$ cat config.mk
export PLATFORM = sky130hd
export DESIGN_NAME = imu_top
export DESIGN_NICKNAME = d
export VERILOG_FILES = /design/src/logic/imu_pkg.sv /design/src/logic/imu_top.sv /design/src/logic/imu_mult_core.sv /design/src/logic/imu_acc_extend.sv
export SDC_FILE = /design/constraint.sdc
export NUM_CORES = 1
export LEC_CHECK = 0
export BUFFER_PORTS_ARGS = -buffer_cell sky130_fd_sc_hd__buf_2
export CORE_MARGIN = 3
export CORE_UTILIZATION = 25
export CTS_CLUSTER_DIAMETER = 60
export DETAILED_ROUTE_END_ITERATION = 7
export PLACE_DENSITY = 0.5
export SLEW_MARGIN = 15
export SYNTH_ARGS = -nofsm -noshare
export SYNTH_HDL_FRONTEND = slang
export SYNTH_HIERARCHICAL = 1
export SYNTH_SLANG_ARGS = --single-unit
$ cat constraint.sdc
create_clock -name clk -period 10.55 [get_ports clk]
set_input_delay 1.055 -clock clk [delete_from_list [all_inputs] [get_ports clk]]
set_output_delay 1.055 -clock clk [all_outputs]
set_load 0.1 [all_outputs]
$ cat src/logic/imu_pkg.sv
// Purpose: shared types and constants of the integer multiply unit
// Assumes: 16-bit data path, 40-bit accumulators, 16 working registers
// Notes: forms are decoded upstream into the request struct

package imu_pkg;
   localparam int IMU_DW = 16;
   localparam int IMU_PW = 32;
   localparam int IMU_AW = 40;
   localparam int IMU_RW = 4;
   localparam int IMU_LW = 5;
   localparam logic [IMU_RW-1:0] IMU_PROD_LO_REG = 4'h2;
   localparam logic [IMU_RW-1:0] IMU_PROD_HI_REG = 4'h3;
   localparam logic [IMU_RW-1:0] IMU_REG_STEP = 4'h1;
   localparam logic [1:0] IMU_LAT_BASE = 2'h1;
   localparam logic [1:0] IMU_LAT_PERIPH = 2'h1;

   typedef enum logic [1:0] {
      IMU_DST_PAIR,
      IMU_DST_WORD,
      IMU_DST_ACC,
      IMU_DST_FILE
   } imu_dst_e;

   typedef struct packed {
      logic base_signed;
      logic src_signed;
      logic use_lit;
      imu_dst_e dst;
      logic acc_sel;
      logic [IMU_RW-1:0] dst_reg;
      logic [IMU_LW-1:0] lit;
      logic periph_src;
   } imu_req_s;

   typedef struct packed {
      logic wr_lo;
      logic wr_hi;
      logic [IMU_RW-1:0] lo_reg;
      logic [IMU_RW-1:0] hi_reg;
      logic [IMU_DW-1:0] lo_data;
      logic [IMU_DW-1:0] hi_data;
      logic acc_wr;
      logic acc_sel;
      logic [IMU_AW-1:0] acc_data;
   } imu_wb_s;
endpackage

$ cat src/logic/imu_top.sv
// Purpose: integer multiply datapath, single cycle except with a peripheral source, status flags untouched
// Assumes: operands read from register file / data memory by the core
// Notes: outputs are registered write-back requests one cycle after issue, two with a peripheral source

`timescale 1ns/1ns
`default_nettype none

// Overview of operation
// - signed by signed with pair destination writes the full product to rd and rd+1.
// - signed base by unsigned source writes the full product to the pair.
// - unsigned base by signed source writes the full product to the pair.
// - unsigned by unsigned writes the full product to rd and the register above.
// - an accumulator destination takes the product in all four signedness forms.
// - accumulator forms include signed base with unsigned source.
// - word forms write the low product word to one register only, all four forms.
// - the five-bit unsigned immediate may replace the source with an accumulator target.
// - the immediate form may write the full product to a register pair.
// - the immediate form may write one register only.
// - file form multiplies memory word by default register into w3 high and w2 low.
// - every form completes in one cycle unless its source is a peripheral register, and never touches status flags.
// - a peripheral register source adds one extra cycle.
module imu_top
   import imu_pkg::*;
(
   input wire logic clk,
   input wire logic reset,
   input wire logic req_valid,
   input wire imu_req_s req,
   input wire logic [IMU_DW-1:0] base_operand_reg,
   input wire logic [IMU_DW-1:0] source_operand_reg,
   input wire logic [IMU_DW-1:0] file_word,
   input wire logic [IMU_DW-1:0] default_working_reg,
   output logic req_ready,
   output logic done,
   output imu_wb_s wb,
   output logic status_wr
);
   logic [IMU_DW-1:0] op_a;
   logic [IMU_DW-1:0] op_b;
   logic a_s;
   logic b_s;
   logic [IMU_PW-1:0] prod;
   logic prod_signed;
   logic [IMU_AW-1:0] acc_val;

   typedef enum logic {IMU_ST_IDLE, IMU_ST_WAIT} imu_state_e;
   imu_state_e state_ff, nxt_state;
   imu_req_s hold_ff, nxt_hold;
   logic [IMU_DW-1:0] ha_ff, nxt_ha;
   logic [IMU_DW-1:0] hb_ff, nxt_hb;
   logic done_ff, nxt_done;
   logic ready_ff, nxt_ready;
   imu_wb_s wb_ff, nxt_wb;
   imu_req_s cur;
   logic fire;

   always_comb begin
      // file form ignores operand selects and uses memory word times default reg
      cur = (state_ff == IMU_ST_WAIT) ? hold_ff : req;
      if (state_ff == IMU_ST_WAIT) begin
         op_a = ha_ff;
         op_b = hb_ff;
      end else if (req.dst == IMU_DST_FILE) begin
         op_a = file_word;
         op_b = default_working_reg;
      end else begin
         op_a = base_operand_reg;
         op_b = req.use_lit ? {{(IMU_DW-IMU_LW){1'b0}}, req.lit} : source_operand_reg;
      end
      a_s = (cur.dst == IMU_DST_FILE) ? 1'b0 : cur.base_signed;
      b_s = (cur.dst == IMU_DST_FILE || cur.use_lit) ? 1'b0 : cur.src_signed;
   end

   imu_mult_core u_core (
      .a(op_a),
      .a_signed(a_s),
      .b(op_b),
      .b_signed(b_s),
      .prod(prod),
      .prod_signed(prod_signed)
   );

   imu_acc_extend u_ext (
      .prod(prod),
      .prod_signed(prod_signed),
      .acc_val(acc_val)
   );

   // peripheral source costs one stall cycle; operands held so late reads cannot skew it
   always_comb begin
      nxt_state = state_ff;
      nxt_hold = hold_ff;
      nxt_ha = ha_ff;
      nxt_hb = hb_ff;
      nxt_ready = ready_ff;
      fire = 1'b0;
      case (state_ff)
         IMU_ST_IDLE: begin
            if (req_valid && ready_ff) begin
               if (req.periph_src) begin
                  nxt_state = IMU_ST_WAIT;
                  nxt_hold = req;
                  nxt_ha = op_a;
                  nxt_hb = op_b;
                  nxt_ready = 1'b0;
               end else begin
                  fire = 1'b1;
               end
            end
         end
         IMU_ST_WAIT: begin
            fire = 1'b1;
            nxt_state = IMU_ST_IDLE;
            nxt_ready = 1'b1;
         end
         default: begin
            nxt_state = IMU_ST_IDLE;
            nxt_ready = 1'b1;
         end
      endcase
   end

   always_comb begin
      nxt_wb = '0;
      nxt_done = fire;
      if (fire) begin
         case (cur.dst)
            IMU_DST_PAIR: begin
               nxt_wb.wr_lo = 1'b1;
               nxt_wb.wr_hi = 1'b1;
               nxt_wb.lo_reg = cur.dst_reg;
               nxt_wb.hi_reg = cur.dst_reg + IMU_REG_STEP;
               nxt_wb.lo_data = prod[IMU_DW-1:0];
               nxt_wb.hi_data = prod[IMU_PW-1:IMU_DW];
            end
            IMU_DST_WORD: begin
               nxt_wb.wr_lo = 1'b1;
               nxt_wb.lo_reg = cur.dst_reg;
               nxt_wb.lo_data = prod[IMU_DW-1:0];
            end
            IMU_DST_ACC: begin
               nxt_wb.acc_wr = 1'b1;
               nxt_wb.acc_sel = cur.acc_sel;
               nxt_wb.acc_data = acc_val;
            end
            IMU_DST_FILE: begin
               nxt_wb.wr_lo = 1'b1;
               nxt_wb.wr_hi = 1'b1;
               nxt_wb.lo_reg = IMU_PROD_LO_REG;
               nxt_wb.hi_reg = IMU_PROD_HI_REG;
               nxt_wb.lo_data = prod[IMU_DW-1:0];
               nxt_wb.hi_data = prod[IMU_PW-1:IMU_DW];
            end
            default: nxt_wb = '0;
         endcase
      end
   end

   always_ff @(posedge clk) begin
      if (reset) begin
         state_ff <= IMU_ST_IDLE;
         hold_ff <= '0;
         ha_ff <= '0;
         hb_ff <= '0;
         ready_ff <= 1'b1;
         done_ff <= 1'b0;
         wb_ff <= '0;
      end else begin
         state_ff <= nxt_state;
         hold_ff <= nxt_hold;
         ha_ff <= nxt_ha;
         hb_ff <= nxt_hb;
         ready_ff <= nxt_ready;
         done_ff <= nxt_done;
         wb_ff <= nxt_wb;
      end
   end

   always_comb begin
      req_ready = ready_ff;
      done = done_ff;
      wb = wb_ff;
   end
   // flags never written by any form
   logic status_ff;
   always_ff @(posedge clk) begin
      status_ff <= 1'b0;
   end
   assign status_wr = status_ff;

   // checks
   property p_fast_done;
      @(posedge clk) disable iff (reset)
      (req_valid && req_ready && !req.periph_src) |=> done;
   endproperty
   a_fast_done: assert property (p_fast_done) else $error("done not one cycle");

   property p_slow_done;
      @(posedge clk) disable iff (reset)
      (req_valid && req_ready && req.periph_src) |=> !done ##1 done;
   endproperty
   a_slow_done: assert property (p_slow_done) else $error("periph stall wrong");

   property p_no_flags;
      @(posedge clk) disable iff (reset) done |-> !status_wr;
   endproperty
   a_no_flags: assert property (p_no_flags) else $error("status written");

   property p_pair;
      @(posedge clk) disable iff (reset)
      (req_valid && req_ready && !req.periph_src && req.dst == IMU_DST_PAIR) |=>
         wb.wr_lo && wb.wr_hi && wb.hi_reg == wb.lo_reg + IMU_REG_STEP
         && wb.lo_reg == $past(req.dst_reg)
         && {wb.hi_data, wb.lo_data} == $past(prod);
   endproperty
   a_pair: assert property (p_pair) else $error("pair write wrong");

   property p_word;
      @(posedge clk) disable iff (reset)
      (req_valid && req_ready && !req.periph_src && req.dst == IMU_DST_WORD) |=>
         wb.wr_lo && !wb.wr_hi && !wb.acc_wr;
   endproperty
   a_word: assert property (p_word) else $error("word write wrong");

   property p_uu;
      @(posedge clk) disable iff (reset)
      (req_valid && req_ready && !req.periph_src && req.dst == IMU_DST_PAIR
         && !req.base_signed && !req.src_signed && !req.use_lit) |=>
         {wb.hi_data, wb.lo_data} == $past(base_operand_reg) * $past(source_operand_reg);
   endproperty
   a_uu: assert property (p_uu) else $error("unsigned product wrong");

   property p_acc;
      @(posedge clk) disable iff (reset)
      (done && wb.acc_wr) |-> wb.acc_data[IMU_AW-1:IMU_PW]
         == {(IMU_AW-IMU_PW){$past(prod_signed) & wb.acc_data[IMU_PW-1]}};
   endproperty
   a_acc: assert property (p_acc) else $error("acc extension wrong");

   property p_file;
      @(posedge clk) disable iff (reset)
      (req_valid && req_ready && !req.periph_src && req.dst == IMU_DST_FILE) |=>
         wb.lo_reg == IMU_PROD_LO_REG && wb.hi_reg == IMU_PROD_HI_REG
         && {wb.hi_data, wb.lo_data} == $past(file_word) * $past(default_working_reg);
   endproperty
   a_file: assert property (p_file) else $error("file form wrong");

   // products checked against port operands, not the internal multiplier
   property p_ss;
      @(posedge clk) disable iff (reset)
      (req_valid && req_ready && !req.periph_src && req.dst == IMU_DST_PAIR
         && req.base_signed && req.src_signed && !req.use_lit) |=>
         $signed({wb.hi_data, wb.lo_data})
         == $signed($past(base_operand_reg)) * $signed($past(source_operand_reg));
   endproperty
   a_ss: assert property (p_ss) else $error("signed product wrong");

   property p_su;
      @(posedge clk) disable iff (reset)
      (req_valid && req_ready && !req.periph_src && req.dst == IMU_DST_PAIR
         && req.base_signed && !req.src_signed && !req.use_lit) |=>
         $signed({wb.hi_data, wb.lo_data})
         == $signed($past(base_operand_reg)) * $signed({1'b0, $past(source_operand_reg)});
   endproperty
   a_su: assert property (p_su) else $error("signed by unsigned wrong");

   property p_us;
      @(posedge clk) disable iff (reset)
      (req_valid && req_ready && !req.periph_src && req.dst == IMU_DST_PAIR
         && !req.base_signed && req.src_signed && !req.use_lit) |=>
         $signed({wb.hi_data, wb.lo_data})
         == $signed({1'b0, $past(base_operand_reg)}) * $signed($past(source_operand_reg));
   endproperty
   a_us: assert property (p_us) else $error("unsigned by signed wrong");

   // low word is the same for every signedness form
   property p_word_data;
      @(posedge clk) disable iff (reset)
      (req_valid && req_ready && !req.periph_src && req.dst == IMU_DST_WORD && !req.use_lit) |=>
         wb.lo_reg == $past(req.dst_reg)
         && wb.lo_data == $past(base_operand_reg) * $past(source_operand_reg);
   endproperty
   a_word_data: assert property (p_word_data) else $error("word data wrong");

   property p_acc_su;
      @(posedge clk) disable iff (reset)
      (req_valid && req_ready && !req.periph_src && req.dst == IMU_DST_ACC
         && req.base_signed && !req.src_signed && !req.use_lit) |=>
         wb.acc_sel == $past(req.acc_sel) && $signed(wb.acc_data)
         == $signed($past(base_operand_reg)) * $signed({1'b0, $past(source_operand_reg)});
   endproperty
   a_acc_su: assert property (p_acc_su) else $error("acc mixed product wrong");

   property p_lit_acc;
      @(posedge clk) disable iff (reset)
      (req_valid && req_ready && !req.periph_src && req.dst == IMU_DST_ACC
         && req.use_lit && !req.base_signed) |=>
         wb.acc_data == $past(base_operand_reg) * $past(req.lit);
   endproperty
   a_lit_acc: assert property (p_lit_acc) else $error("literal acc wrong");

   property p_lit_pair;
      @(posedge clk) disable iff (reset)
      (req_valid && req_ready && !req.periph_src && req.dst == IMU_DST_PAIR
         && req.use_lit && !req.base_signed) |=>
         {wb.hi_data, wb.lo_data} == $past(base_operand_reg) * $past(req.lit);
   endproperty
   a_lit_pair: assert property (p_lit_pair) else $error("literal pair wrong");

   // write-back is quiet outside the done pulse
   property p_idle_zero;
      @(posedge clk) disable iff (reset) !done |-> wb == '0;
   endproperty
   a_idle_zero: assert property (p_idle_zero) else $error("stray write-back");

   property p_ready_stall;
      @(posedge clk) disable iff (reset)
      (req_valid && req_ready && req.periph_src) |=> !req_ready ##1 req_ready;
   endproperty
   a_ready_stall: assert property (p_ready_stall) else $error("stall ready wrong");

   c_acc: cover property (@(posedge clk) disable iff (reset) done && wb.acc_wr);
   c_stall: cover property (@(posedge clk) disable iff (reset) state_ff == IMU_ST_WAIT);
   c_file: cover property (@(posedge clk) disable iff (reset) done && wb.lo_reg == IMU_PROD_LO_REG);
   c_word: cover property (@(posedge clk) disable iff (reset) done && wb.wr_lo && !wb.wr_hi);
   c_lit: cover property (@(posedge clk) disable iff (reset) fire && cur.use_lit);
endmodule

`default_nettype wire

$ cat src/logic/imu_mult_core.sv
// Purpose: 17x17 signed multiplier covering all signedness forms
// Assumes: operands are 16 bits wide
// Notes: each operand gets a sign bit chosen by its mode flag

`timescale 1ns/1ns
`default_nettype none

module imu_mult_core
   import imu_pkg::*;
(
   input wire logic [IMU_DW-1:0] a,
   input wire logic a_signed,
   input wire logic [IMU_DW-1:0] b,
   input wire logic b_signed,
   output logic [IMU_PW-1:0] prod,
   output logic prod_signed
);
   logic signed [IMU_DW:0] a_ext;
   logic signed [IMU_DW:0] b_ext;
   logic signed [2*IMU_DW+1:0] full;

   // one extra bit per side lets one signed multiplier serve every form
   always_comb begin
      a_ext = {a_signed & a[IMU_DW-1], a};
      b_ext = {b_signed & b[IMU_DW-1], b};
      full = (2*IMU_DW+2)'(a_ext) * (2*IMU_DW+2)'(b_ext);
      prod = full[IMU_PW-1:0];
      prod_signed = a_signed | b_signed;
   end
endmodule

`default_nettype wire

$ cat src/logic/imu_acc_extend.sv
// Purpose: widen a 32-bit product to accumulator width
// Assumes: accumulator is wider than the product
// Notes: sign or zero fill per result signedness

`timescale 1ns/1ns
`default_nettype none

module imu_acc_extend
   import imu_pkg::*;
(
   input wire logic [IMU_PW-1:0] prod,
   input wire logic prod_signed,
   output logic [IMU_AW-1:0] acc_val
);
   always_comb begin
      acc_val = {{(IMU_AW-IMU_PW){prod_signed & prod[IMU_PW-1]}}, prod};
   end
endmodule

`default_nettype wire

# --- Yosys cells after proc, flatten, opt, wreduce, memory -nomap -nowiden ---
# Cells that the tools add are included.
op_classes:
  addsub: 1
  n_mul: 1
  n_eq_ne: 6
  muxes: 22
  bitwise_logic: 9
  n_reduce_logical: 12
ops:
  columns: ["op", "count"]
  rows:
  - ["2-to-1 mux 16 bit", 6]
  - ["2-to-1 mux 42 bit", 1]
  - ["multiplier 17 x 17 -> 32 bit", 1]
  - ["one-hot mux 4 bit (2 select lines)", 2]
  - ["OR reduction 3 bit", 4]
  - ["2-to-1 mux 1 bit", 10]
  - ["equality test 2 bit (second input constant)", 3]
  - ["one-hot mux 1 bit (2 select lines)", 3]
  - ["OR reduction 2 bit", 3]
  - ["inverter 1 bit", 5]
  - ["adder 4 x 1 -> 4 bit (second input constant)", 1]
  - ["!= test 2 bit (second input constant)", 2]
  - ["bitwise AND 1 bit", 3]
  - ["AND reduction 3 bit", 1]
  - ["equality test 2 x 1 -> 1 bit (second input constant)", 1]
  - ["logical NOT 2 bit", 1]
  - ["AND reduction 2 bit", 1]
  - ["logical AND 1 bit", 1]
  - ["logical OR 1 bit", 1]
  - ["bitwise OR 1 bit", 1]
word_totals:
  regBits: 128

# --- Depth between registers and ports, before layout ---
# Gate-level depths: netlist of run 1.
logic_depth:
  depth_word: 8
  ltp_mapped: 32
  depth_no_buf: 26

# --- Modules after synthesis ---
# Netlist of run 1, hierarchy kept.
by_module_without_submodules:
  columns: ["module", "instances", "cells_per_inst", "area_each_um2"]
  rows:
  - ["imu_mult_core", 1, 1187, 10600.2]
  - ["imu_top", 1, 494, 5162.5]
  - ["imu_acc_extend", 1, 40, 299.0]

# --- Worst setup path before layout of run 1 ---
# OpenSTA, ideal clock, no wires.
synth_path:
  kind: "in2reg"
  from: "in req[11] (netlist bit)"
  to: "reg, netlist name wb[33]"
  arrival_ps: 7961
  required_ps: 10491
  path_slack_ps: 2530
  cell_stages: 30
  path_cell_list: "buf_4 -> and2_4 -> buf_6 -> buf_8 -> mux2_4 -> mux2_4 -> clkbuf_1 -> and2_1 -> clkbuf_1 -> nand2_1 -> inv_1 -> fa_1 -> fa_1 -> inv_1 -> fa_1 -> fa_1 -> fa_1 -> fa_1 -> inv_1 -> ha_1 -> a21o_1 -> a21o_1 -> a21oi_1 -> nor2_1 -> a211oi_1 -> o31ai_2 -> xnor2_1 -> and2_1 -> buf_4 -> and2_1"
synth_via:
  elab_cells_between_ends: 18
synth_lines:
  columns: ["element", "line", "source"]
  rows:
  - ["from (decl)", "imu_top.sv:28", "input wire imu_req_s req,"]
  - ["equality test 2 bit (*)", "imu_top.sv:63", "end else if (req.dst == IMU_DST_FILE) begin"]
  - ["2-to-1 mux 16 bit (*)", "imu_top.sv:63", null]
  - ["2-to-1 mux 16 bit (*)", "imu_top.sv:60", "if (state_ff == IMU_ST_WAIT) begin"]
  - ["net op_a[15]", "imu_top.sv:38", "logic [IMU_DW-1:0] op_a;"]
  - ["bitwise AND 1 bit", "imu_mult_core.sv:24", "a_ext = {a_signed & a[IMU_DW-1], a};"]
  - ["multiplier 17 x 17 -> 32 bit (*)", "imu_mult_core.sv:26", "full = (2*IMU_DW+2)'(a_ext) * (2*IMU_DW+2)'(b_ext);"]
  - ["net prod[31]", "imu_top.sv:42", "logic [IMU_PW-1:0] prod;"]
  - ["bitwise AND 1 bit (*)", "imu_acc_extend.sv:16", "acc_val = {{(IMU_AW-IMU_PW){prod_signed & prod[IMU_PW-1]}}, prod};"]
  - ["net acc_val[32]", "imu_top.sv:44", "logic [IMU_AW-1:0] acc_val;"]
# Mark *: on every way through the listed nets, which the timed path passes. The rest lies on a longest branch.
# A chain may end at the register's enable or synchronous reset.

# --- Worst setup path in the final report of run 1 ---
layout_path:
  from: "reg state_ff"
  to: "reg, netlist name wb[35]"
layout_via:
  elab_cells_between_ends: 18
layout_lines:
  columns: ["element", "line", "source"]
  rows:
  - ["from (decl)", "imu_top.sv:47", "imu_state_e state_ff, nxt_state;"]
  - ["from (signal assigned)", "imu_top.sv:169", "state_ff <= nxt_state;"]
  - ["2-to-1 mux 16 bit (*)", "imu_top.sv:60", null]
  - ["net op_b[15]", "imu_top.sv:39", "logic [IMU_DW-1:0] op_b;"]
  - ["bitwise AND 1 bit", "imu_mult_core.sv:25", "b_ext = {b_signed & b[IMU_DW-1], b};"]
  - ["multiplier 17 x 17 -> 32 bit (*)", "imu_mult_core.sv:26", null]
  - ["net prod[31]", "imu_top.sv:42", null]
  - ["bitwise AND 1 bit (*)", "imu_acc_extend.sv:16", null]
  - ["net acc_val[32]", "imu_top.sv:44", null]
# Marked as above.

==> flow_summary.json, run 1 <==
{
  "cts_hold_repair.buffers": 0,
  "max_stage_delay_ns": 0.97,
  "synthesis.nets": 2174,
  "sequential_area_share_after_synthesis_pct": 16.1,
  "path_clk_slew_ns": 0.06,
  "count_of_flip_flops_with_a_built_in_enable_after_synthesis": 0,
  "wl_per_cell_um": 16.2,
  "critical_path.slowest_cell": "sky130_fd_sc_hd__dfxtp_1",
  "critPathKind": "register to register",
  "cp_num_cells": 22,
  "clock_tree_from_tritoncts": "done",
  "route.antenna.remaining_nets": 0,
  "post_cts_resized": 0,
  "finish.instance_area_um2": 17900,
  "finalClockSkew_ns": 0.0119,
  "clock_period_minus_worst_slack_ns": 8.48,
  "timing.reg2reg.setup_slack_ns": 2.07,
  "drt_wl_total_um": 42800,
  "floorplan.die.height_um": 259,
  "io_buffer_count": 168,
  "maxClockFrequency_mhz": 118,
  "hold-path-cell-count": 2,
  "hold_path_startpoint": "hold_ff[12]",
  "maximum_number_of_pins_on_one_net_before_global_route_repair": 66,
  "placedInstanceArea_um2": 17400,
  "critical_path.most_common_cell": "sky130_fd_sc_hd__fa_1",
  "cp.arrival_ns": 8.88,
  "drt-vias-per-instance": 4.30,
  "final_nets": 2245,
  "antennaDiodeCount": 0,
  "synth.cell_area_um2": 16100,
  "finalCoreUtilization_pct": 28.3,
  "crit_chain": "inv_2 -> mux2_2 -> nand2_1 -> or2_2 -> fa_1 -> fa_1 -> inv_1 -> fa_1 -> fa_1 -> fa_1 -> inv_1 -> fa_1 -> inv_1 -> ha_1 -> a21oi_1 -> nand4_1 -> o211ai_1 -> and2b_1 -> o31ai_2 -> xnor2_1 -> and2_1 -> and2_1",
  "grt_pass1_wl_um": 69900,
  "rsz0062_at_grt": "false",
  "top_area_cell_type_share_of_the_netlist_area_pct": 35.1,
  "crit_path_end_kind": "register",
  "num_io_pins": 170,
  "number_of_global_route_vias_before_repair": 13000,
  "worstPathMaxFanout": 34,
  "avgSynthCellArea_um2": 9.33,
  "post-cts-setup-buffer-count": 0,
  "timing.max_cap.violations": 0,
  "setup.worst_path.start_class": "register",
  "yosys.area.top_type": "sky130_fd_sc_hd__fa_1",
  "holdCritPathClass": "register to register",
  "globalRouteTotalUtil_pct": 13.4,
  "cp.required_ns": 10.95,
  "yosys_warnings": 6,
  "max-clock-path-buffers": 2,
  "core_region_area_um2": 63300,
  "cts-htree-levels": 4,
  "cp_num_buf_inv": 4,
  "worstSkewPairLatency_ns": 0.45,
  "ys_ff_latch": 129,
  "detail_route.drc_violations": 0,
  "max_slew_margin_pct": 30.7,
  "worst_r2r_endpoint": "wb[35]",
  "hold-worst-slack_ns": 0.453,
  "clock_root_buffer": "sky130_fd_sc_hd__clkbuf_16",
  "row_count": 92,
  "filler_cell_count": 6829,
  "tritoncts_buffer_count": 17,
  "min_period_over_period_pct": 80.4,
  "critPathCapture": "wb[35]",
  "final_setup_violation_count": 0,
  "drt_pre_antenna_iters": 5,
  "sequential_cell_area_um2": 2580,
  "antenna_found_initial": 1,
  "area_of_the_multi_input_gates_um2": 11600,
  "slew_viol_final": 0,
  "timing.setup.tns_ns": 0,
  "gp_congestion": 0.827,
  "clkSinkCount": 129,
  "global_route.overflow_total": 0,
  "synth.top_cells.by_area": "sky130_fd_sc_hd__fa_1 (35%), sky130_fd_sc_hd__dfxtp_1 (16%), sky130_fd_sc_hd__and2_1 (7.9%)",
  "yosysUniqueCellTypes": 62,
  "area_growth_syn_to_layout_pct": 11.7,
  "crit-reg2reg-launch": "state_ff",
  "post-dp-hpwl_um": 33500,
  "final_layout_size_suffix_gt1_share_pct": 14.8,
  "synth_async_sr_flop_share_pct": 0,
  "synth_ff_type": "sky130_fd_sc_hd__dfxtp_1",
  "synth_cells": 1721,
  "die_area_um2": 67300,
  "initial_core_util_pct": 25.4,
  "vias": 11400,
  "status": "finished, final reports clean",
  "worst_path_dominant_cell_family": "adder cells",
  "r2r.worst_path.cells": 22,
  "fp.dieW_um": 259,
  "worstMarginPinSlew_ns": 1.03,
  "final_hold_viol_count": 0,
  "detail_route.iter0.violations": 486,
  "startpoint": "state_ff"
}
## cell type report
type	count	share of cell area, %
clock buffer	19	2.41
clock inverter	11	0.879
inverter	332	6.95
multi-input combinational	1140	64.6
sequential	129	14.4
tap	846	5.90
timing repair buffer	172	4.85
## Yosys cell counts (all sizes together), types with 2 or more instances
cell and number:
xor2 6, dfxtp 129, fa 282, o21bai 2, o21a 3, a21oi 39, nor3 6, ha 88
nor2 33, nand3 15, buf 52, o22ai 2, a211o 3, o21ai 24, a21o 11, nand4 5
and3 10, nor2b 6, clkbuf 68, inv 332, a211oi 5, o211ai 15, nor3b 2, xnor2 36
o31ai 2, nand2b 42, o211a 28, a31oi 2, mux2i 6, and2 205, or2 7, o221ai 2
mux2 50, nand3b 6, nand2 183
## registers in the layout (all words and copies together) (netlist names)
signal	flops
hb_ff	16
done	1
req_ready	1
wb	84
hold_ff	10
state_ff	1
ha_ff	16
## through the flow
stage                     instances  setup WS, ns
after floorplan                1721          2.53
after global routing           2649          1.45
final                          2649          2.07
after detailed placement       2619          1.71
after global placement         2619          1.87
after CTS                      2649          2.05
## metal layers
| layer | global-route usage, % | share of wire (%) |
|---|---|---|
| met5 | 0 | 0 |
| met4 | 3.94 | 2.1 |
| met3 | 2.07 | 3.9 |
| met2 | 25.3 | 54 |
| met1 | 15.5 | 40 |
## worst min path at each step
stage,to,slack [ns]
final,hold_ff[12],0.45
after floorplan,hold_ff[11],0.43
after CTS,hold_ff[12],0.45
after global placement,hb_ff[3],0.44
after global routing,hold_ff[12],0.48
after detailed placement,hold_ff[12],0.44
## worst reg2reg max path, cell delays in order, from the launching register on
cell and delay, ns:
sky130_fd_sc_hd__dfxtp_1 0.97, sky130_fd_sc_hd__inv_2 0.61, sky130_fd_sc_hd__mux2_2 0.64, sky130_fd_sc_hd__nand2_1 0.45, sky130_fd_sc_hd__or2_2 0.45, sky130_fd_sc_hd__fa_1 0.46
sky130_fd_sc_hd__fa_1 0.49, sky130_fd_sc_hd__inv_1 0.05, sky130_fd_sc_hd__fa_1 0.49, sky130_fd_sc_hd__fa_1 0.45, sky130_fd_sc_hd__fa_1 0.50, sky130_fd_sc_hd__inv_1 0.05
sky130_fd_sc_hd__fa_1 0.47, sky130_fd_sc_hd__inv_1 0.04, sky130_fd_sc_hd__ha_1 0.32, sky130_fd_sc_hd__a21oi_1 0.37, sky130_fd_sc_hd__nand4_1 0.20, sky130_fd_sc_hd__o211ai_1 0.29
sky130_fd_sc_hd__and2b_1 0.26, sky130_fd_sc_hd__o31ai_2 0.10, sky130_fd_sc_hd__xnor2_1 0.33, sky130_fd_sc_hd__and2_1 0.28, sky130_fd_sc_hd__and2_1 0.15
## cells in the final DEF, fill, tap and decap left out, types with 6 or more instances in the layout
cell type                     n
sky130_fd_sc_hd__a21o_1      11
sky130_fd_sc_hd__a21oi_1     38
sky130_fd_sc_hd__and2_1     204
sky130_fd_sc_hd__and3_1      10
sky130_fd_sc_hd__buf_2      168
sky130_fd_sc_hd__clkbuf_16   17
sky130_fd_sc_hd__dfxtp_1    129
sky130_fd_sc_hd__fa_1       282
sky130_fd_sc_hd__ha_1        88
sky130_fd_sc_hd__inv_1      331
sky130_fd_sc_hd__mux2_2      34
sky130_fd_sc_hd__mux2_4      16
sky130_fd_sc_hd__mux2i_1      6
sky130_fd_sc_hd__nand2_1    183
sky130_fd_sc_hd__nand2b_1    42
sky130_fd_sc_hd__nand3_1     15
sky130_fd_sc_hd__nand3b_1     6
sky130_fd_sc_hd__nor2_1      33
sky130_fd_sc_hd__nor2b_1      6
sky130_fd_sc_hd__nor3_1       6
sky130_fd_sc_hd__o211a_1     28
sky130_fd_sc_hd__o211ai_1    15
sky130_fd_sc_hd__o21ai_0     16
sky130_fd_sc_hd__o21ai_1      8
sky130_fd_sc_hd__or2_2        7
sky130_fd_sc_hd__xnor2_1     36
sky130_fd_sc_hd__xor2_1       6
## kinds of logic after synthesis
group	after synthesis	share of synthesized area (%)
muxes	56	4.25
buffers and inverters	452	11.8
AOI/OAI and AO/OA	145	6.47
adders and majority gates	370	42.0
xor gates and xnor gates	42	2.29
other	1	0.0233
and+or+nand+nor	526	17.1
DFF	129	16.1
Power of run 1 is left out: the tool's default activity adds up to more than one toggle a clock period on the data nets, which glitch-free logic cannot reach.
==> inputs of run 2 (changes only) <==
--- a/config.mk
+++ b/config.mk
@@ -5,12 +5,13 @@
 export SDC_FILE = /design/constraint.sdc
 export NUM_CORES = 1
 export LEC_CHECK = 0
+export ABC_AREA = 1
 export BUFFER_PORTS_ARGS = -buffer_cell sky130_fd_sc_hd__buf_2
 export CORE_MARGIN = 3
 export CORE_UTILIZATION = 25
 export CTS_CLUSTER_DIAMETER = 60
 export DETAILED_ROUTE_END_ITERATION = 7
-export PLACE_DENSITY = 0.5
+export PLACE_DENSITY = 0.51
 export SLEW_MARGIN = 15
 export SYNTH_ARGS = -nofsm -noshare
 export SYNTH_HDL_FRONTEND = slang
==> constraint.sdc (replaced) <==
create_clock -name clk -period 7.3 [get_ports clk]
set_input_delay 0.73 -clock clk [delete_from_list [all_inputs] [get_ports clk]]
set_output_delay 0.73 -clock clk [all_outputs]
set_load 0.1 [all_outputs]
==> flow_summary.json, run 2 <==
{
  "status": "finished, final reports clean",
  "detail_route.iter0.violations": 671,
  "worst_r2r_endpoint": "wb[39]",
  "timing.reg2reg.setup_slack_ns": 0.50,
  "drt-vias-per-instance": 4.02,
  "clock_tree_from_tritoncts": "done",
  "hold_path_startpoint": "hold_ff[12]",
  "core_region_area_um2": 67400,
  "initial_core_util_pct": 25.3,
  "timing.max_cap.violations": 0,
  "yosysUniqueCellTypes": 40,
  "final_hold_viol_count": 0,
  "gp_congestion": 0.837,
  "globalRouteTotalUtil_pct": 13.4,
  "number_of_global_route_vias_before_repair": 14100,
  "critical_path.most_common_cell": "sky130_fd_sc_hd__nand2_1",
  "clkSinkCount": 129,
  "yosys.cell_count.top_type": "sky130_fd_sc_hd__inv_1",
  "leading_cell_types_in_the_layout_fill_and_taps_excluded": "sky130_fd_sc_hd__inv_1 (649), sky130_fd_sc_hd__nand2_1 (586), sky130_fd_sc_hd__fa_1 (281)",
  "yosys_warnings": 6,
  "maximum_number_of_pins_on_one_net_before_global_route_repair": 77,
  "num_io_pins": 170,
  "synth_ff_type": "sky130_fd_sc_hd__dfxtp_1",
  "finalClockSkew_ns": 0.0175,
  "count_of_flip_flops_with_a_built_in_enable_after_synthesis": 0,
  "drt_pre_antenna_iters": 5,
  "layout_commonest_cell": "sky130_fd_sc_hd__inv_1",
  "critPathKind": "input pin to register",
  "filler_cell_count": 7369,
  "final_layout_size_suffix_gt1_share_pct": 14.1,
  "min_period_over_period_pct": 93.2,
  "die_area_um2": 71500,
  "synth.top_cells.by_area": "sky130_fd_sc_hd__fa_1 (33%), sky130_fd_sc_hd__dfxtp_1 (15%), sky130_fd_sc_hd__inv_1 (14%)",
  "final_nets": 2983,
  "synthTopCellsByCount": "sky130_fd_sc_hd__inv_1 (650), sky130_fd_sc_hd__nand2_1 (587), sky130_fd_sc_hd__fa_1 (282)",
  "cts-htree-levels": 4,
  "synth_cells": 2363,
  "row_count": 95,
  "tritoncts_buffer_count": 17,
  "io_buffer_count": 168,
  "avgSynthCellArea_um2": 7.23,
  "worstMarginPinSlew_ns": 0.773,
  "area_growth_syn_to_layout_pct": 16.0,
  "antenna_found_initial": 0,
  "finish.instance_area_um2": 19800,
  "cp_num_buf_inv": 10,
  "max-clock-path-buffers": 2,
  "worstSkewPairLatency_ns": 0.47,
  "synthesis.nets": 2816,
  "post-dp-hpwl_um": 38100,
  "top_usage_layer": "met2",
  "top_area_cell_type_share_of_the_netlist_area_pct": 33.0,
  "grt_pass1_wl_um": 74100,
  "route.antenna.remaining_nets": 0,
  "globalRouteMet3Util_pct": 2.24,
  "global_route.overflow_total": 0,
  "setup.worst_path.start_class": "input pin",
  "cp.arrival_ns": 7.18,
  "antennaDiodeCount": 0,
  "maxClockFrequency_mhz": 147,
  "vias": 13700,
  "post-cts-setup-buffer-count": 0,
  "worst_path_dominant_cell_family": "adder cells",
  "largest_reg_flops": 84,
  "groute.layer.met2.usage_pct": 24.9,
  "ys_ff_latch": 129,
  "hold-path-endpoint": "hold_ff[12]",
  "fp.dieW_um": 267,
  "hold-worst-slack_ns": 0.458,
  "clock_root_buffer": "sky130_fd_sc_hd__clkbuf_16",
  "wl_per_cell_um": 13.2,
  "grt_util_met1_pct": 15.9,
  "slew_viol_final": 0,
  "r2r.worst_path.cells": 31,
  "crit-reg2reg-launch": "state_ff",
  "path_clk_slew_ns": 0.06,
  "worstPathMaxFanout": 25,
  "clock_period_minus_worst_slack_ns": 6.80,
  "holdCritPathClass": "register to register",
  "synth_async_sr_flop_share_pct": 0,
  "detail_route.drc_violations": 0,
  "sequential_area_share_after_synthesis_pct": 15.1,
  "max_slew_margin_pct": 48.4,
  "hold-path-cell-count": 2,
  "critical_path.slowest_cell": "sky130_fd_sc_hd__fa_1",
  "crit_path_end_kind": "register",
  "final_setup_violation_count": 0,
  "yosys.area.top_type": "sky130_fd_sc_hd__fa_1",
  "synth.cell_area_um2": 17100,
  "placedInstanceArea_um2": 19200,
  "max_stage_delay_ns": 0.56,
  "cp.required_ns": 7.68,
  "rsz0062_at_grt": "true",
  "drt_wl_total_um": 44900,
  "floorplan.die.height_um": 267
}
-- run 2: area by class of cell --
cell class / count / area [um2] / share of cell area, %
Timing Repair Buffer: 289 / 1800 / 9.08
Tap cell: 873 / 1090 / 5.51
Multi-Input combinational cell: 1436 / 11300 / 57.0
Inverter: 657 / 2470 / 12.4
Clock inverter: 15 / 159 / 0.802
Clock buffer: 17 / 425 / 2.15
Sequential cell: 129 / 2590 / 13.1
-- run 2: layer usage --
metal / share of wire [%] / up-vias
met1: 43 / 6601
met5: 0 / -
met2: 53 / 154
met4: 1.5 / 0
li1: - / 6965
met3: 3.1 / 23
-- run 2: how the worst max path moves through the flow --
stage | startpoint | endpoint | slack [ns] | depth (start not counted)
finish | req[12] | wb[39] | 0.50 | 32
global route | state_ff | wb[39] | -0.01 | 33
CTS | state_ff | wb[39] | 0.12 | 31
detailed placement | req[12] | wb[39] | -0.13 | 33
global placement | req[12] | wb[39] | -0.11 | 33
floorplan | req[12] | wb[39] | 0.27 | 33
-- run 2: metrics by stage --
step                instances  utilization (%)  TNS (ns)  worst slack [ns]
floorplan                2363                -         0             0.274
detailed placement       3384             28.5    -0.897            -0.131
global route             3416             29.4   -0.0200           -0.0138
global placement         3384             28.5    -0.859            -0.110
finish                   3416             29.4         0             0.500
CTS                      3416             29.4         0             0.121
-- run 2: worst min-delay path: stages, from the launching register on --
cell and delay, ns:
sky130_fd_sc_hd__dfxtp_1 0.30, sky130_fd_sc_hd__inv_1 0.06, sky130_fd_sc_hd__a21oi_1 0.06
-- run 2: cell families after synthesis --
| group | Yosys count | share of synthesized area, % |
|---|---|---|
| mux | 1 | 0.0586 |
| simple gates | 965 | 22.7 |
| xor+xnor | 24 | 1.23 |
| flops | 129 | 15.1 |
| fa+ha+maj | 370 | 39.5 |
| buf+inv | 798 | 19.0 |
| compound gates | 75 | 2.37 |
| other cells | 1 | 0.0220 |
-- run 2: timing repair --
item,4_1_cts,5_1_grt
gates resized for setup,0,11
hold buffers,0,0
endpoints found under the setup margin,0,35
Power of run 2 is left out for the same reason.
==> inputs of run 3 (changes only) <==
--- a/config.mk
+++ b/config.mk
@@ -8,10 +8,10 @@
 export ABC_AREA = 1
 export BUFFER_PORTS_ARGS = -buffer_cell sky130_fd_sc_hd__buf_2
 export CORE_MARGIN = 3
-export CORE_UTILIZATION = 25
+export CORE_UTILIZATION = 56
 export CTS_CLUSTER_DIAMETER = 60
 export DETAILED_ROUTE_END_ITERATION = 7
-export PLACE_DENSITY = 0.51
+export PLACE_DENSITY = 0.88
 export SLEW_MARGIN = 15
 export SYNTH_ARGS = -nofsm -noshare
 export SYNTH_HDL_FRONTEND = slang
==> flow_summary.json, run 3 (same netlist as run 2, synthesis figures left out) <==
{
  "finalClockSkew_ns": 0.0123,
  "leading_cell_types_in_the_layout_fill_and_taps_excluded": "sky130_fd_sc_hd__inv_1 (648), sky130_fd_sc_hd__nand2_1 (585), sky130_fd_sc_hd__fa_1 (281)",
  "finish.cell_count_without_fillers": 2887,
  "detail_route.drc_violations": 0,
  "layout_commonest_cell": "sky130_fd_sc_hd__inv_1",
  "row_count": 63,
  "vias": 14600,
  "route.antenna.remaining_nets": 0,
  "globalRouteTotalUtil_pct": 26.2,
  "fp.dieW_um": 181,
  "cts_hold_repair.buffers": 0,
  "drt_wl_total_um": 41600,
  "worstPathMaxFanout": 13,
  "gp_congestion": 0.947,
  "worstSkewPairLatency_ns": 0.43,
  "max_stage_delay_ns": 0.67,
  "clkSinkCount": 129,
  "floorplan.die.height_um": 181,
  "antennaDiodeCount": 0,
  "max_slew_margin_pct": 50.6,
  "clock_period_minus_worst_slack_ns": 6.92,
  "wl_per_cell_um": 14.4,
  "slew_viol_final": 0,
  "detail_route.iter0.violations": 1088,
  "clock_tree_from_tritoncts": "done",
  "timing.max_cap.violations": 0,
  "initial_core_util_pct": 57.2,
  "drt-vias-per-instance": 5.05,
  "final_hold_viol_count": 0,
  "maximum_number_of_pins_on_one_net_before_global_route_repair": 77,
  "holdCritPathClass": "register to register",
  "antenna_found_initial": 0,
  "core_region_area_um2": 29900,
  "sequential_cell_area_um2": 2580,
  "tritoncts_buffer_count": 17,
  "cp.required_ns": 7.64,
  "post-dp-hpwl_um": 34900,
  "critical_path.most_common_cell": "sky130_fd_sc_hd__inv_1",
  "cp.arrival_ns": 7.26,
  "grt_pass1_wl_um": 70100,
  "critPathKind": "input pin to register",
  "path_clk_slew_ns": 0.06,
  "area_of_the_multi_input_gates_um2": 11300,
  "cts-htree-levels": 4,
  "area_growth_syn_to_layout_pct": 10.5,
  "final_nets": 2938,
  "worstMarginPinSlew_ns": 0.739,
  "drt_pre_antenna_iters": 6,
  "largest_reg_flops": 84,
  "max-clock-path-buffers": 2,
  "setup.worst_path.start_class": "input pin",
  "number_of_global_route_vias_before_repair": 15100,
  "critical_path.slowest_cell": "sky130_fd_sc_hd__fa_2",
  "io_buffer_count": 168,
  "clock_root_buffer": "sky130_fd_sc_hd__clkbuf_16",
  "num_io_pins": 170,
  "status": "finished, final reports clean",
  "placedCellCount": 2854,
  "die_area_um2": 32600,
  "filler_cell_count": 2547,
  "final_layout_size_suffix_gt1_share_pct": 12.8,
  "min_period_over_period_pct": 94.8,
  "rsz0062_at_grt": "false",
  "crit_path_end_kind": "register",
  "final_setup_violation_count": 0,
  "maxClockFrequency_mhz": 145,
  "global_route.overflow_total": 0
}
==> run 3: path summary, 6_finish.rpt <==
kind / from / end / slack [ns] / cells after the start
setup reg to reg: state_ff / wb[38] / 0.42 / 30
hold / removal: hold_ff[12] / hold_ff[12] / 0.46 / 2
hold reg to reg: hold_ff[12] / hold_ff[12] / 0.46 / 2
setup / recovery: req[12] / wb[38] / 0.38 / 30
==> run 3: timing repair <==
action	in CTS	in global routing
setup endpoints to repair	0	16
hold endpoints to repair	0	0
buffers inserted	0	2
resized for setup	0	16
==> run 3: through the flow <==
step                      setup WS, ns  setup TNS (ns)  area, um2  hold WS [ns]  utilization (%)
after CTS                        0.173               0      18800         0.459             62.9
after global routing            0.0166               0      18900         0.494             63.2
after detailed placement        -0.206           -1.40      18200         0.450             60.9
after global placement          0.0399               0      18200         0.452             60.9
final                            0.383               0      18900         0.458             63.2
after floorplan                  0.274               0      17100         0.429                -
==> run 3: layout make-up <==
cell class              instances  share of cell area (%)
multi-input cells            1436                    59.9
flip-flops and latches        129                    13.7
inverters                     657                    13.1
repair buffers                244                    7.48
well taps                     390                    2.58
clock buffers                  19                    2.40
clock inverters                12                   0.835
==> run 3: metal layers <==
layer  global-route usage [%]  wire length (um)  vias up
met5                        0                 0        -
met4                     11.9              1760        0
met3                     3.65              2610      136
met2                     47.0             21600      562
met1                     31.1             15700     7005
li1                         -                 -     6878
==> run 3: critical path, delay by kind of cell <==
| family | cells | cell delay (ns) |
|---|---|---|
| compound gates | 5 | 0.81 |
| buf+inv | 10 | 1.05 |
| simple gates | 7 | 0.96 |
| fa+ha+maj | 8 | 3.71 |
Power of run 3 is left out for the same reason.
